<file path="config.mk">
export PLATFORM = sky130hd
export DESIGN_NAME = dodi_top
export DESIGN_NICKNAME = d
export VERILOG_FILES = /design/src/hdl/dodi_pkg.sv /design/src/hdl/dodi_top.sv
export SDC_FILE = /design/constraint.sdc
export NUM_CORES = 1
export LEC_CHECK = 0
export BUFFER_PORTS_ARGS = -buffer_cell sky130_fd_sc_hd__buf_2
export CAP_MARGIN = 30
export CORE_MARGIN = 5
export CORE_UTILIZATION = 40
export DETAILED_ROUTE_END_ITERATION = 10
export PLACE_DENSITY_LB_ADDON = 0.25
export SETUP_SLACK_MARGIN = 0.3
export SLEW_MARGIN = 25
export SYNTH_ARGS = -nofsm -noshare
export SYNTH_HDL_FRONTEND = slang
export SYNTH_SLANG_ARGS = --single-unit
</file>
<file path="constraint.sdc">
create_clock -name pclk -period 3.18 [get_ports pclk]
set_input_delay 0.318 -clock pclk [delete_from_list [all_inputs] [get_ports pclk]]
set_output_delay 0.318 -clock pclk [all_outputs]
set_load 0.005 [all_outputs]
</file>
<file path="src/hdl/dodi_pkg.sv">
// Constants for the digital output process-image block with diagnostics.
// Assumes one 100 MHz APB clock; all sizes are 8-bit process-image bytes.
package dodi_pkg;
  localparam int          IMG_W        = 8;
  localparam int          ADDR_W       = 12;
  // Register byte offsets
  localparam logic [11:0] OFF_OUT_IMG  = 12'h000;
  localparam logic [11:0] OFF_IN_IMG   = 12'h004;
  localparam logic [11:0] OFF_IRQ_STAT = 12'h008;
  localparam logic [11:0] OFF_IRQ_MASK = 12'h00C;
  // Reset values
  localparam logic [7:0]  RST_OUT_IMG  = 8'h00;
  localparam logic [7:0]  RST_IRQ_MASK = 8'h00;
  // Diagnostic variants
  localparam int          DIAG_NONE    = 0;
  localparam int          DIAG_FLAG    = 1;
  localparam int          DIAG_CODE    = 2;
  // Two-bit diagnostic codes
  localparam logic [1:0]  CODE_OK      = 2'h0;
  localparam logic [1:0]  CODE_OVL     = 2'h1;
  localparam logic [1:0]  CODE_SHORT   = 2'h2;
  localparam logic [1:0]  CODE_OPEN    = 2'h3;
  // Bus answer: access phase cycles before pready
  localparam int          WAIT_CYC     = 1;

  typedef enum logic [0:0] {
    DODI_IDLE = 1'b0,
    DODI_ACK  = 1'b1
  } dodi_apb_e;

  typedef struct packed {
    dodi_apb_e   st;
    logic        pready;
    logic        pslverr;
    logic [31:0] prdata;
    logic [7:0]  out_img;
    logic [7:0]  flag;
    logic [7:0]  in_img;
    logic [7:0]  stat;
    logic [7:0]  mask;
    logic        irq;
  } dodi_state_s;
endpackage

</file>
<file path="src/hdl/dodi_top.sv">
// Digital output module process image: output control byte, diagnostic
// input byte, sticky fault status with mask and one level interrupt.
// Assumes APB master on pclk and fault inputs synchronous to pclk.
`timescale 1ns/1ps

// Function
// - Diagnostic variants keep one fault flag per output channel, set on any fault.
// - Diagnostics go out in the input image; control comes in via output image.
// - Two-channel flag variant: input bits 0,1 flag channels 1,2; outputs likewise.
// - Two-bit variant: input bits 1:0 code channel 1, bits 3:2 channel 2.
// - Two-channel two-bit variant shows four diagnostic bits; output bits 2 to 7 unused.
// - Four-channel modules: output bits 0 to 3 drive channels 1 to 4.
// - Four-channel flag variant: input bits 0 to 3 flag channels 1 to 4.
// - A single-bit flag reads 0 with no error and 1 on any fault.
// - Eight-channel modules: output bits 0 to 7 drive channels 1 to 8.
module dodi_top #(
  parameter int CHANNELS  = 2,
  parameter int DIAG_MODE = 1
) (
  input  wire logic                        pclk,
  input  wire logic                        presetn,
  input  wire logic                        psel,
  input  wire logic                        penable,
  input  wire logic                        pwrite,
  input  wire logic [dodi_pkg::ADDR_W-1:0] paddr,
  input  wire logic [31:0]                 pwdata,
  output logic      [31:0]                 prdata,
  output logic                             pready,
  output logic                             pslverr,
  input  wire logic [dodi_pkg::IMG_W-1:0]  fault_ovl,
  input  wire logic [dodi_pkg::IMG_W-1:0]  fault_short,
  input  wire logic [dodi_pkg::IMG_W-1:0]  fault_open,
  output logic      [dodi_pkg::IMG_W-1:0]  do_out,
  output logic      [dodi_pkg::IMG_W-1:0]  in_image,
  output logic                             irq
);
  import dodi_pkg::*;

  dodi_state_s s_r;
  dodi_state_s s_nxt;

  function automatic logic [7:0] chan_mask(input int n);
    logic [7:0] m;
    m = 8'h00;
    for (int i = 0; i < 8; i++)
    begin
      if (i < n)
        m[i] = 1'b1;
    end
    return m;
  endfunction

  // Short outranks overload, which outranks broken wire
  function automatic logic [1:0] diag_code(input logic ovl, input logic sc, input logic op);
    if (sc)
      return CODE_SHORT;
    else if (ovl)
      return CODE_OVL;
    else if (op)
      return CODE_OPEN;
    else
      return CODE_OK;
  endfunction

  function automatic logic [2:0] reg_sel(input logic [ADDR_W-1:0] a);
    case (a)
      OFF_OUT_IMG:  return 3'h1;
      OFF_IN_IMG:   return 3'h2;
      OFF_IRQ_STAT: return 3'h3;
      OFF_IRQ_MASK: return 3'h4;
      default:      return 3'h0;
    endcase
  endfunction

  // Two-bit codes fit four channels in one byte
  localparam int         CODE_CH = (CHANNELS > 4) ? 4 : CHANNELS;
  localparam logic [7:0] CMASK   = chan_mask(CHANNELS);
  localparam logic [7:0] FMASK   = (DIAG_MODE == DIAG_NONE) ? 8'h00 : CMASK;

  logic [7:0] raw_fault;
  logic [7:0] code_img;
  logic [7:0] img_nxt;
  logic [2:0] sel;

  assign raw_fault = (fault_ovl | fault_short | fault_open) & FMASK;
  assign sel       = reg_sel(paddr);

  genvar g;
  generate
    for (g = 0; g < 4; g++)
    begin : g_code
      if (g < CODE_CH)
      begin : g_used
        assign code_img[2*g+1:2*g] = diag_code(fault_ovl[g], fault_short[g], fault_open[g]);
      end
      else
      begin : g_zero
        assign code_img[2*g+1:2*g] = 2'h0;
      end
    end
  endgenerate

  always_comb
  begin
    case (DIAG_MODE)
      DIAG_FLAG: img_nxt = raw_fault;
      DIAG_CODE: img_nxt = code_img;
      default:   img_nxt = 8'h00;
    endcase
  end

  always_comb
  begin
    s_nxt        = s_r;
    s_nxt.flag   = raw_fault;
    s_nxt.in_img = img_nxt;
    // Set wins over a same-cycle write-one clear
    s_nxt.stat   = s_r.stat | s_r.flag;
    case (s_r.st)
      DODI_IDLE:
      begin
        s_nxt.pready  = 1'b0;
        s_nxt.pslverr = 1'b0;
        if (psel && penable)
        begin
          s_nxt.st      = DODI_ACK;
          s_nxt.pready  = 1'b1;
          s_nxt.pslverr = (sel == 3'h0);
          s_nxt.prdata  = 32'h0000_0000;
          if (!pwrite)
          begin
            case (sel)
              3'h1:    s_nxt.prdata = {24'h000000, s_r.out_img};
              3'h2:    s_nxt.prdata = {24'h000000, s_r.in_img};
              3'h3:    s_nxt.prdata = {24'h000000, s_r.stat};
              3'h4:    s_nxt.prdata = {24'h000000, s_r.mask};
              default: s_nxt.prdata = 32'h0000_0000;
            endcase
          end
        end
      end
      DODI_ACK:
      begin
        s_nxt.st      = DODI_IDLE;
        s_nxt.pready  = 1'b0;
        s_nxt.pslverr = 1'b0;
        if (pwrite)
        begin
          case (sel)
            3'h1:    s_nxt.out_img = pwdata[7:0] & CMASK;
            3'h3:    s_nxt.stat    = (s_r.stat & ~pwdata[7:0]) | s_r.flag;
            3'h4:    s_nxt.mask    = pwdata[7:0] & FMASK;
            default: s_nxt.stat    = s_r.stat | s_r.flag;
          endcase
        end
      end
      default:
      begin
        s_nxt.st     = DODI_IDLE;
        s_nxt.pready = 1'b0;
      end
    endcase
    s_nxt.irq = |(s_nxt.stat & s_nxt.mask);
  end

  always_ff @(posedge pclk or negedge presetn)
  begin
    if (!presetn)
    begin
      s_r         <= '0;
      s_r.st      <= DODI_IDLE;
      s_r.out_img <= RST_OUT_IMG;
      s_r.mask    <= RST_IRQ_MASK;
    end
    else
    begin
      s_r <= s_nxt;
    end
  end

  assign prdata   = s_r.prdata;
  assign pready   = s_r.pready;
  assign pslverr  = s_r.pslverr;
  assign do_out   = s_r.out_img;
  assign in_image = s_r.in_img;
  assign irq      = s_r.irq;

  // Checks

  a_flag_follows: assert property (@(posedge pclk) disable iff (!presetn)
    (DIAG_MODE != DIAG_NONE) |=> s_r.flag == ($past(fault_ovl | fault_short | fault_open) & CMASK))
    else $error("fault flag does not follow channel faults");

  a_flag_image: assert property (@(posedge pclk) disable iff (!presetn)
    (DIAG_MODE == DIAG_FLAG) |=> in_image == ($past(fault_ovl | fault_short | fault_open) & CMASK))
    else $error("flag image bits not in channel order");

  a_code_image: assert property (@(posedge pclk) disable iff (!presetn)
    (DIAG_MODE == DIAG_CODE && $past(fault_short[0])) |-> in_image[1:0] == CODE_SHORT)
    else $error("channel one code wrong on short circuit");

  a_in_unused_zero: assert property (@(posedge pclk) disable iff (!presetn)
    (DIAG_MODE == DIAG_CODE) |-> (in_image >> (2 * CODE_CH)) == 8'h00)
    else $error("unused input image bits not zero");

  a_out_drive: assert property (@(posedge pclk) disable iff (!presetn)
    (psel && penable && pready && pwrite && paddr == OFF_OUT_IMG)
    |=> do_out == ($past(pwdata[7:0]) & CMASK))
    else $error("output byte not applied to channels");

  a_out_unused: assert property (@(posedge pclk) disable iff (!presetn)
    (do_out & ~CMASK) == 8'h00)
    else $error("unused output bit reached a channel");

  a_out_stable: assert property (@(posedge pclk) disable iff (!presetn)
    !(psel && penable && pready && pwrite) |=> $stable(do_out))
    else $error("output byte changed without a write");

  a_bus_answer: assert property (@(posedge pclk) disable iff (!presetn)
    (psel && penable && !pready) |=> pready ##1 !pready)
    else $error("bus answer not one wait state");

  a_stat_sticky: assert property (@(posedge pclk) disable iff (!presetn)
    s_r.flag != 8'h00 |=> (s_r.stat & $past(s_r.flag)) == $past(s_r.flag))
    else $error("fault status bit lost");

  a_irq_level: assert property (@(posedge pclk) disable iff (!presetn)
    ##1 irq == |(s_r.stat & s_r.mask))
    else $error("interrupt level disagrees with status");

  // Priority of the two-bit code: overload only when no short is present
  a_code_ovl: assert property (@(posedge pclk) disable iff (!presetn)
    (DIAG_MODE == DIAG_CODE && $past(fault_ovl[0] && !fault_short[0]))
    |-> in_image[1:0] == CODE_OVL)
    else $error("channel one code wrong on overload");

  a_code_open: assert property (@(posedge pclk) disable iff (!presetn)
    (DIAG_MODE == DIAG_CODE && $past(fault_open[0] && !fault_ovl[0] && !fault_short[0]))
    |-> in_image[1:0] == CODE_OPEN)
    else $error("channel one code wrong on broken wire");

  a_code_ok: assert property (@(posedge pclk) disable iff (!presetn)
    (DIAG_MODE == DIAG_CODE && $past(!fault_open[0] && !fault_ovl[0] && !fault_short[0]))
    |-> in_image[1:0] == CODE_OK)
    else $error("channel one code not clear without fault");

  a_none_zero: assert property (@(posedge pclk) disable iff (!presetn)
    (DIAG_MODE == DIAG_NONE) |-> (in_image == 8'h00 && !irq))
    else $error("variant without diagnostics shows fault data");

  a_mask_unused: assert property (@(posedge pclk) disable iff (!presetn)
    (s_r.mask & ~FMASK) == 8'h00)
    else $error("mask bit set for a missing channel");

  a_err_unmapped: assert property (@(posedge pclk) disable iff (!presetn)
    (psel && penable && !pready && sel == 3'h0) |=> (pslverr && prdata == 32'h0000_0000))
    else $error("unmapped access not refused");

  a_read_upper: assert property (@(posedge pclk) disable iff (!presetn)
    pready |-> prdata[31:8] == 24'h000000)
    else $error("upper read bits not zero");

  a_pready_pulse: assert property (@(posedge pclk) disable iff (!presetn)
    pready |=> !pready)
    else $error("bus answer longer than one cycle");

  // A clear only removes bits whose fault has gone
  a_stat_clear: assert property (@(posedge pclk) disable iff (!presetn)
    (psel && penable && pready && pwrite && paddr == OFF_IRQ_STAT)
    |=> (s_r.stat & $past(pwdata[7:0]) & ~$past(s_r.flag)) == 8'h00)
    else $error("status bit not cleared by write of one");

endmodule // dodi_top

</file>
==> out/qor.txt, run 1 <==
Yosys top cell by area: dfrtp_1
PD cells: 413 mW/mm^2
Post-CTS Resized: 0
Fin Setup TNS: 0 ns
top cell type's share of synthesized area: 45.1%
MaxCap Viol Count: 0
crit path DAT: 2.79 ns
Reg power frac: 52.2%
width of the die: 75.6 um
RePlAce Congestion: 0.785
Worst Setup SP: paddr[7]
Post-CTS Setup Bufs: 0
largest net degree at the start of global routing: 32
core area: 0.00409 mm^2
die area: 0.00572 mm^2
Yosys reg bits: 31
status: finished, final reports clean
Required @ worst endpoint: 3.33 ns
clock latency on the worst-skew pair: 0.27 ns
synth top area cells: dfrtp_1, buf_4, mux2i_1
die height: 75.6 um
Final Worst Setup Slack: 0.540 ns
Crit Path Max Fanout: 8
Design Area, Final: 0.00185 mm^2
setup violators final: 0
gr usage total: 12.7%
Fill cells: 431
drt wl/cell: 14.5 um
Via density: 4.75
Post-Route Utilization: 45.3%
Initial Util: 42.1%
max-slew violations: 0
vias in the first global route: 1,218
Tightest Pin Transition: 0.686 ns
Post-DP HPWL: 2790 um
I/O Buffers: 45
Power, Total: 0.764 mW
area of the multi-input gates: 692 um^2
clock buffer depth: 2
global route overflow: 0
hold buffers post-CTS: 0
placed cells: 237
CP endpoint kind: flop
# H-tree levels: 2
antenna fix cells: 0
Startpoint Class: input pin
Syn Area/Cell: 10.8 um^2
initial antenna violation count: 0
sequential-to-total area share from yosys stat: 45.1%
clock-pin slew on the worst setup and hold paths: 0.06 ns
Max Freq: 379 MHz
clock skew: 0.00485 ns
HP Class: input pin to async pin
CTS tree: yes
clock share of power: 39.8%
Via Count: 1,160
First-pass DRT Iterations: 4
TritonCTS Buffers: 5
reg2reg start: pready
number of remaining DRC errors: 0
Final Critical Period: 2.64 ns
internal power: 0.590 mW
Sw Share: 22.7%
first-pass GRT wire length: 5410 um
layout net count: 267
synthesized area: 0.00172 mm^2
Crit Path Category: input pin to flop
Switching Power: 0.174 mW
most frequent cells in the layout: buf_2, conb_1, dfrtp_1, nand2_1, and2_1
Syn. warnings: 0
commonest non-fill, non-tap cell in the layout: buf_2
layout cells sized above 1: 31.4%
Fin Hold WS: 0.0763 ns
fin crit share: 83.0%
RSZ-0062 raised after global routing: no
Iteration-0 DRC Markers: 57
cell row count: 23
worst relative slew slack: 54.3%
Pleak: 0.963 nW
Cells after Synth: 159
area growth from synthesis to layout: 7.49%
dpl cell area: 0.00176 mm^2
Peak VDD IR: 204 uV
CTS sink count: 31
final hold violation count: 0
Unique masters post-synth: 32
pre-CTS setup slack: 0.266 ns
Sequential Area: 776 um^2
Top-Level Pins: 124
final WL: 3530 um
post-route insts no fill: 244
Routed Antenna Nets: 0
clk root buf: clkbuf_8
Gate power share: 8.0%
[worst max-delay path: stages]
cell	delay, ns
buf_2	0.09
or4_1	0.65
or4_1	0.59
a32o_1	0.29
or4_1	0.53
a221o_1	0.32
[cell type report]
type | instances | area share (%)
well taps | 50 | 3.38
multi-input cells | 109 | 37.4
flip-flops and latches | 31 | 41.9
inverters | 2 | 0.406
clock inverters | 1 | 0.270
clock buffers | 6 | 4.46
repair buffers | 45 | 12.2
[path summary, 6_finish.rpt]
path                                to  slack [ns]  cells past startpoint
setup reg to reg                   irq        0.91                      5
max in group asynchronous       s_r[7]        2.65                      1
min in group pclk          in_image[0]        0.22                      2
hold / removal                  pready        0.08                      1
hold reg to reg              prdata[3]        0.48                      2
setup / recovery                   irq        0.54                      6
[layer usage]
| metal | GRT usage (%) | vias up | part of all wire, % | routed length, um |
|---|---|---|---|---|
| met1 | 14.9 | 554 | 40 | 1400 |
| li1 | - | 540 | - | - |
| met5 | 0 | - | 0 | 0 |
| met2 | 21.4 | 57 | 49 | 1720 |
| met4 | 5.83 | 0 | 2.0 | 69 |
| met3 | 3.69 | 9 | 9.6 | 338 |
[registers in the layout (all words and copies together), names as in the netlist]
| signal | cells |
|---|---|
| pready | 1 |
| s_r | 16 |
| in_image | 2 |
| pslverr | 1 |
| prdata | 8 |
| irq | 1 |
| do_out | 2 |
[logic make-up after synthesis]
logic type	after synthesis	synth area share [%]
buffers and inverters	54	22.4
DFF	31	45.1
muxes	12	8.72
and+or+nand+nor	41	14.9
AOI/OAI and AO/OA	20	8.72
other	1	0.218
[synth_stat cells (all sizes together)]
master	n
a21bo	1
a21boi	3
a21o	1
a21oi	2
a221o	1
a22o	2
a32o	2
and2	9
buf	49
clkbuf	3
conb	1
dfrtp	31
inv	2
mux2	4
mux2i	6
mux4	2
nand2	11
nand3	1
nand3b	2
nand4b	2
nor3	1
nor4	2
o21ai	6
o41a	2
or3	3
or3b	1
or4	7
or4bb	2
[power groups by stage]
stage                     Sequential (mW)  Clock (mW)  Combinational (mW)
after floorplan                     0.406           0              0.0593
after global placement              0.406           0              0.0586
after detailed placement            0.406           0              0.0600
after CTS                           0.399       0.312              0.0601
after global routing                0.399       0.331              0.0713
final                               0.399       0.304              0.0608
Note: power is estimated with default switching activity, not from simulation.
==> run 2, diff against run 1 <==
Clock period 3.18 ns to 2.55 ns, I/O delays scaled along.
==> run 2 against run 1 <==
Effect of this change:
- critical path depth unchanged
- clock skew about the same
- core utilization is 2.5 points higher
- combinational power is 37% higher
- critical path type unchanged
- critical endpoint unchanged
- largest cell class unchanged
- largest power group unchanged
==> out/qor.txt, run 2 (synthesized netlist as in run 1, its figures left out) <==
CP endpoint kind: flop
Pleak: 1.03 nW (+7.0%)
fin crit share: 92.8%
Iteration-0 DRC Markers: 30 (-47%)
final WL: 3790 um (+7.5%)
Gate power share: 8.8% (+0.8 points)
HP Class: input pin to async pin
cell row count: 23 (unchanged)
Startpoint Class: input pin
PD cells: 487 mW/mm^2 (+18%)
commonest non-fill, non-tap cell in the layout: buf_2
Via Count: 1,200 (+3.4%)
antenna fix cells: 0 (unchanged)
Final Critical Period: 2.37 ns
Largest register FFs: 16 (unchanged)
global route overflow: 0 (unchanged)
placed cells: 246 (+3.8%)
Sequential Area: 777 um^2 (+0.16%)
width of the die: 75.6 um (unchanged)
area growth from synthesis to layout: 13.4%
# H-tree levels: 2 (unchanged)
Required @ worst endpoint: 2.71 ns (-0.62 ns)
internal power: 0.716 mW (+21%)
Fin Hold WS: 0.0122 ns (-0.0640 ns)
clock latency on the worst-skew pair: 0.28 ns (about the same)
number of remaining DRC errors: 0 (unchanged)
layout net count: 277 (+3.7%)
Top-Level Pins: 124 (unchanged)
crit path buf inv count: 1 (unchanged)
Most common cell on crit path: or4_4
max-slew violations: 0 (unchanged)
Peak VDD IR: 220 uV (+8.0%)
Sw Share: 24.7% (+1.9 points)
Reg power frac: 52.4% (+0.2 points)
area of the multi-input gates: 717 um^2 (+3.6%)
worst relative slew slack: 53.8% (-0.52 points)
First-pass DRT Iterations: 4 (unchanged)
Crit Path Max Fanout: 5 (-3)
Via density: 4.71 (-1.0%)
Largest Register: s_r
Fill cells: 414 (-3.9%)
Max Freq: 423 MHz
r2r setup slk: 0.25 ns (-0.66 ns)
CTS sink count: 31 (unchanged)
Power, Total: 0.950 mW (+24%)
hold buffers post-CTS: 0 (unchanged)
first-pass GRT wire length: 6070 um (+12%)
Post-DP HPWL: 3040 um (+9.1%)
final hold violation count: 0 (unchanged)
Tightest Pin Transition: 0.694 ns (+0.00787 ns)
MaxCap Viol Count: 0 (unchanged)
initial antenna violation count: 0 (unchanged)
family with the most delay on the worst path: simple AND/OR/NAND/NOR gates
TritonCTS Buffers: 5 (unchanged)
CTS tree: yes
clock skew: 0.00502 ns (+0.000170 ns)
gr usage total: 14.3% (+1.6 points)
setup violators final: 0 (unchanged)
slowest CP cell: or4_4
clock-pin slew on the worst setup and hold paths: 0.07 ns (about the same)
most frequent cells in the layout: buf_2, conb_1, dfrtp_1, nand2_1, buf_4
RSZ-0062 raised after global routing: yes
post-route insts no fill: 255 (+4.5%)
Routed Antenna Nets: 0 (unchanged)
I/O Buffers: 45 (unchanged)
status: finished, final reports clean
Switching Power: 0.234 mW (+35%)
CP Cell Sequence: buf_2, or4_4, or4_4, a32o_2, or4_4, a221o_1
crit path DAT: 2.53 ns (-0.26 ns)
die area: 0.00572 mm^2 (unchanged)
RePlAce Congestion: 0.804 (+2.4%)
layout cells sized above 1: 39.5% (+8.1 points)
core area: 0.00409 mm^2 (unchanged)
die height: 75.6 um (unchanged)
Crit Path Category: input pin to flop
largest net degree at the start of global routing: 32 (unchanged)
clock share of power: 38.8% (-1.0 points)
Largest stage delay, worst path: 0.57 ns (-0.08 ns)
Post-Route Utilization: 47.8% (+2.5 points)
vias in the first global route: 1,286 (+5.6%)
clock buffer depth: 2 (unchanged)
drt wl/cell: 14.9 um (+2.9%)
clk root buf: clkbuf_8
Initial Util: 42.1% (unchanged)
Fin Setup TNS: 0 ns (unchanged)
run 2: final cells by class:
type	instances	area share, %
clock buffers	5	3.53
clock inverters	3	0.769
inverters	2	0.385
multi-input cells	109	36.7
flip-flops and latches	31	39.8
well taps	50	3.21
repair buffers	55	15.6
run 2: stage by stage:
| stage | setup slack [ns] | instance area (um^2) |
|---|---|---|
| after detailed placement | -0.232 | 1830 |
| after floorplan | 0.000132 | 1860 |
| after CTS | 0.177 | 1940 |
| after global placement | -0.210 | 1830 |
| final | 0.184 | 1950 |
| after global routing | 0.166 | 1950 |
run 2: repair_timing:
item | CTS | global route
setup buffers | 0 | 1
endpoints found under the setup margin | 1 | 1
cloned | 0 | 0
pin swaps | 3 | 6
gates resized for setup | 7 | 2
run 2: worst paths after layout:
kind | startpoint | cells after the start | to
min | presetn | 1 | prdata[7]
min reg2reg | prdata[7] | 2 | prdata[7]
max reg2reg | pready | 5 | irq
min in group pclk | fault_open[1] | 2 | in_image[1]
max | paddr[1] | 6 | irq
max in group asynchronous | presetn | 1 | pready
run 2: layer usage:
metal  up-vias  global-route usage (%)  wire, um
met5         -                       0         0
met4         0                    6.21        57
met3         7                    3.30       313
met2        59                    24.2      1950
met1       572                    17.5      1470
li1        562                       -         -
run 2: worst register-to-register path, cell delays in order (launching register included):
cell      delay [ns]
dfrtp_2         0.42
nand4b_1        0.12
or4_4           0.55
a32o_2          0.27
or4_4           0.52
a221o_1         0.31
run 2: power groups by stage:
stage	clock, mW	combinational [mW]	sequential, mW
floorplan	0	0.0749	0.506
global placement	0	0.0787	0.506
detailed placement	0	0.0802	0.507
CTS	0.384	0.0820	0.497
global route	0.402	0.0967	0.498
finish	0.369	0.0836	0.498
==> run 3, diff against run 2 <==
Settings changed: ABC_AREA set to 1, GPL_TIMING_DRIVEN set to 0.
==> run 3 against run 2 <==
Effect of this change:
- via count grew 34%
- global-route usage shrank 1.5 points
- die area grew 10%
- synthesized area grew 12%
- clock skew grew 0.0020 ns
- worst hold slack gained 0.0054 ns
- design area grew 26%
- core utilization grew 4.6 points
- maximum frequency grew 58%
- first-iteration DRC count grew to 3.0 times the previous value
- worst setup slack gained 0.87 ns
- flip-flop and latch count is the same
- critical path type is now flop to flop
- critical endpoint unchanged
==> out/qor.txt, run 3 <==
status: finished, final reports clean
family with the most delay on the worst path: simple AND/OR/NAND/NOR gates
Tightest Pin Transition: 0.690 ns (-0.00396 ns)
EDFF count, synth: 0 (unchanged)
Max Freq: 668 MHz (+58%)
XOR/XNOR Fraction of Synth Area: 0% (unchanged)
Synth Area in Adders: 0% (unchanged)
Via Count: 1,609 (+34%)
setup violators final: 0 (unchanged)
Via density: 4.12 (-13%)
clock buffer depth: 2 (unchanged)
Initial Util: 41.1% (-1.0 points)
top post-synthesis cells by count: nand2_1, buf_4, dfrtp_1, inv_1, nor2_1
R2R depth: 9 (+4)
Post-CTS Resized: 0 (-7)
Pleak: 1.48 nW (+44%)
mux share of post-synthesis cell area: 0% (-8.7 points)
layout cells sized above 1: 35.3% (-4.2 points)
Reg power frac: 47.2% (-5.2 points)
Crit Path Category: flop to flop
Gate power share: 12.2% (+3.4 points)
Required @ worst endpoint: 2.72 ns (about the same)
PD cells: 428 mW/mm^2 (-12%)
Post-CTS Setup Bufs: 0 (unchanged)
TritonCTS Buffers: 5 (unchanged)
cell row count: 25 (+8.7%)
r2r setup slk: 1.05 ns (+0.80 ns)
slowest CP cell: dfrtp_1
top-count cell post-synth: nand2_1
Routed Antenna Nets: 0 (unchanged)
Final Critical Period: 1.50 ns (-0.869 ns)
width of the die: 79.4 um (+5.1%)
clock share of power: 40.7% (+1.9 points)
final hold violation count: 0 (unchanged)
simple-gate area share of the yosys netlist: 28.0% (+13 points)
post-route insts no fill: 391 (+53%)
First-pass DRT Iterations: 4 (unchanged)
Switching Power: 0.250 mW (+6.6%)
asr flop ratio synth: 100% (unchanged)
largest net degree at the start of global routing: 32 (unchanged)
internal power: 0.802 mW (+12%)
die height: 79.4 um (+5.1%)
Crit Path Max Fanout: 10 (+5)
clk root buf: clkbuf_8
largest family of logic cells by synthesized area: simple AND/OR/NAND/NOR gates
hold buffers post-CTS: 0 (unchanged)
core area: 0.00469 mm^2 (+15%)
final WL: 3900 um (+2.9%)
commonest non-fill, non-tap cell in the layout: nand2_1
Unique masters post-synth: 23 (-28%)
die area: 0.00631 mm^2 (+10%)
Synth Area in Compound Gates: 4.41% (-4.3 points)
gr usage total: 12.9% (-1.5 points)
area growth from synthesis to layout: 27.4%
CP endpoint kind: flop
max-slew violations: 0 (unchanged)
Syn Area/Cell: 7.74 um^2 (-28%)
crit path buf inv count: 1 (unchanged)
HP Class: input pin to async pin
synthesized area: 0.00193 mm^2 (+12%)
Post-DP HPWL: 3130 um (+3.0%)
first-pass GRT wire length: 6420 um (+5.8%)
Startpoint Class: flop
Top FF cell, synth: dfrtp_1
Iteration-0 DRC Markers: 89 (+200%)
Worst R2R End: irq
vias in the first global route: 1,525 (+19%)
Fin Setup TNS: 0 ns (unchanged)
RSZ-0062 raised after global routing: no
Top-Level Pins: 124 (unchanged)
Largest stage delay, worst path: 0.36 ns (-0.21 ns)
crit path DAT: 1.67 ns (-0.86 ns)
Worst path depth: 9 (+3)
global route overflow: 0 (unchanged)
reg2reg start: pready
most frequent cells in the layout: nand2_1, buf_4, buf_2, conb_1, dfrtp_1
Most common cell on crit path: nand2_1
Yosys top cell by area: dfrtp_1
placed cells: 383 (+56%)
clock-pin slew on the worst setup and hold paths: 0.07 ns (about the same)
layout net count: 409 (+48%)
initial antenna violation count: 0 (unchanged)
CP Cell Sequence: nand2_1, inv_1, nand3_4, nand2_1, o21ai_1, nand2_1, nand2_1, nor2_1, nand2_1
Syn. warnings: 0 (unchanged)
sequential-to-total area share from yosys stat: 40.2% (-4.8 points)
clock skew: 0.00701 ns (+0.00199 ns)
Largest register FFs: 16 (unchanged)
Worst Setup SP: pready
I/O Buffers: 45 (unchanged)
clock latency on the worst-skew pair: 0.28 ns (about the same)
worst relative slew slack: 54.0% (+0.26 points)
# H-tree levels: 2 (unchanged)
RePlAce Congestion: 0.783 (-2.6%)
drt wl/cell: 9.98 um (-33%)
synth top area cells: dfrtp_1, buf_4, nand2_1
Cells after Synth: 249 (+57%)
MaxCap Viol Count: 0 (unchanged)
fin crit share: 58.7% (-34 points)
top cell type's share of synthesized area: 40.2% (-4.8 points)
Largest Register: s_r
antenna fix cells: 0 (unchanged)
Yosys reg bits: 31 (unchanged)
number of remaining DRC errors: 0 (unchanged)
Sw Share: 23.7% (-0.92 points)
Peak VDD IR: 207 uV (-5.9%)
CTS tree: yes
CTS sink count: 31 (unchanged)
==> run 3: cell types whose count changed after synthesis, moves of 3 or more <==
cell / change
o21ai_1: +4
nand3_1: +7
inv_2: +7
o21ai_0: +6
inv_1: +27
nand2_1: +54
nand4_1: +9
or4_1: -7
mux2i_1: -6
nor2_4: +3
mux2_2: -4
nor2_1: +19
and2_1: -8
==> run 3: cell families (layout without fill, tap and decap cells) <==
logic type             after synthesis  after routing
buffers and inverters               88            141
other                                1             36
flip-flops                          31             31
AO/OA/AOI/OAI                       17             17
AND/OR/NAND/NOR                    112            112
==> run 3: layout make-up <==
type / count / area (um^2)
timing repair buffer: 45 / 225
inverter: 36 / 135
fill: 464 / 2240
sequential: 31 / 776
clock buffer: 7 / 96.3
multi-input combinational: 165 / 761
buffer: 52 / 388
tap: 54 / 67.6
clock inverter: 1 / 7.51
==> run 3: layer usage <==
| metal | share of wire, % | track usage [%] | vias up |
|---|---|---|---|
| met5 | 0 | 0 | - |
| li1 | - | - | 853 |
| met1 | 44 | 15.2 | 704 |
| met2 | 49 | 22.5 | 48 |
| met3 | 6.2 | 3.39 | 4 |
| met4 | 1.2 | 4.12 | 0 |
==> run 3: per-stage QoR <==
stage	hold WS (ns)	setup WS [ns]	utilization [%]	cell area, um^2	power [mW]
after floorplan	-0.0406	1.27	-	2060	0.587
after global placement	0.332	0.976	50.1	2350	0.630
after detailed placement	0.335	0.960	50.1	2350	0.631
after CTS	0.0312	1.05	52.3	2460	1.06
after global routing	0.0731	0.898	52.3	2460	1.10
final	0.0177	1.05	52.3	2460	1.05
==> run 3: power by group through the flow <==
stage / registers [mW] / clock network, mW / logic (mW)
after floorplan: 0.506 / 0 / 0.0809
after global placement: 0.505 / 0 / 0.125
after detailed placement: 0.505 / 0 / 0.126
after CTS: 0.496 / 0.439 / 0.126
after global routing: 0.496 / 0.459 / 0.144
final: 0.496 / 0.428 / 0.128
==> run 3: worst reg2reg max path, cell delays in order (launching register included) <==
cell and delay [ns]:
dfrtp_1 0.36, nand2_1 0.26, inv_1 0.19, nand3_4 0.15
nand2_1 0.09, o21ai_1 0.08, nand2_1 0.07, nand2_1 0.05
nor2_1 0.08, nand2_1 0.06
==> run 3: worst max path at each step <==
stage,end,slack (ns)
6_report,irq,1.05
5_1_grt,irq,0.90
4_1_cts,irq,1.05
3_5_place_dp,prdata[6],0.96
3_3_place_gp,prdata[6],0.98
2_1_floorplan,irq,1.27
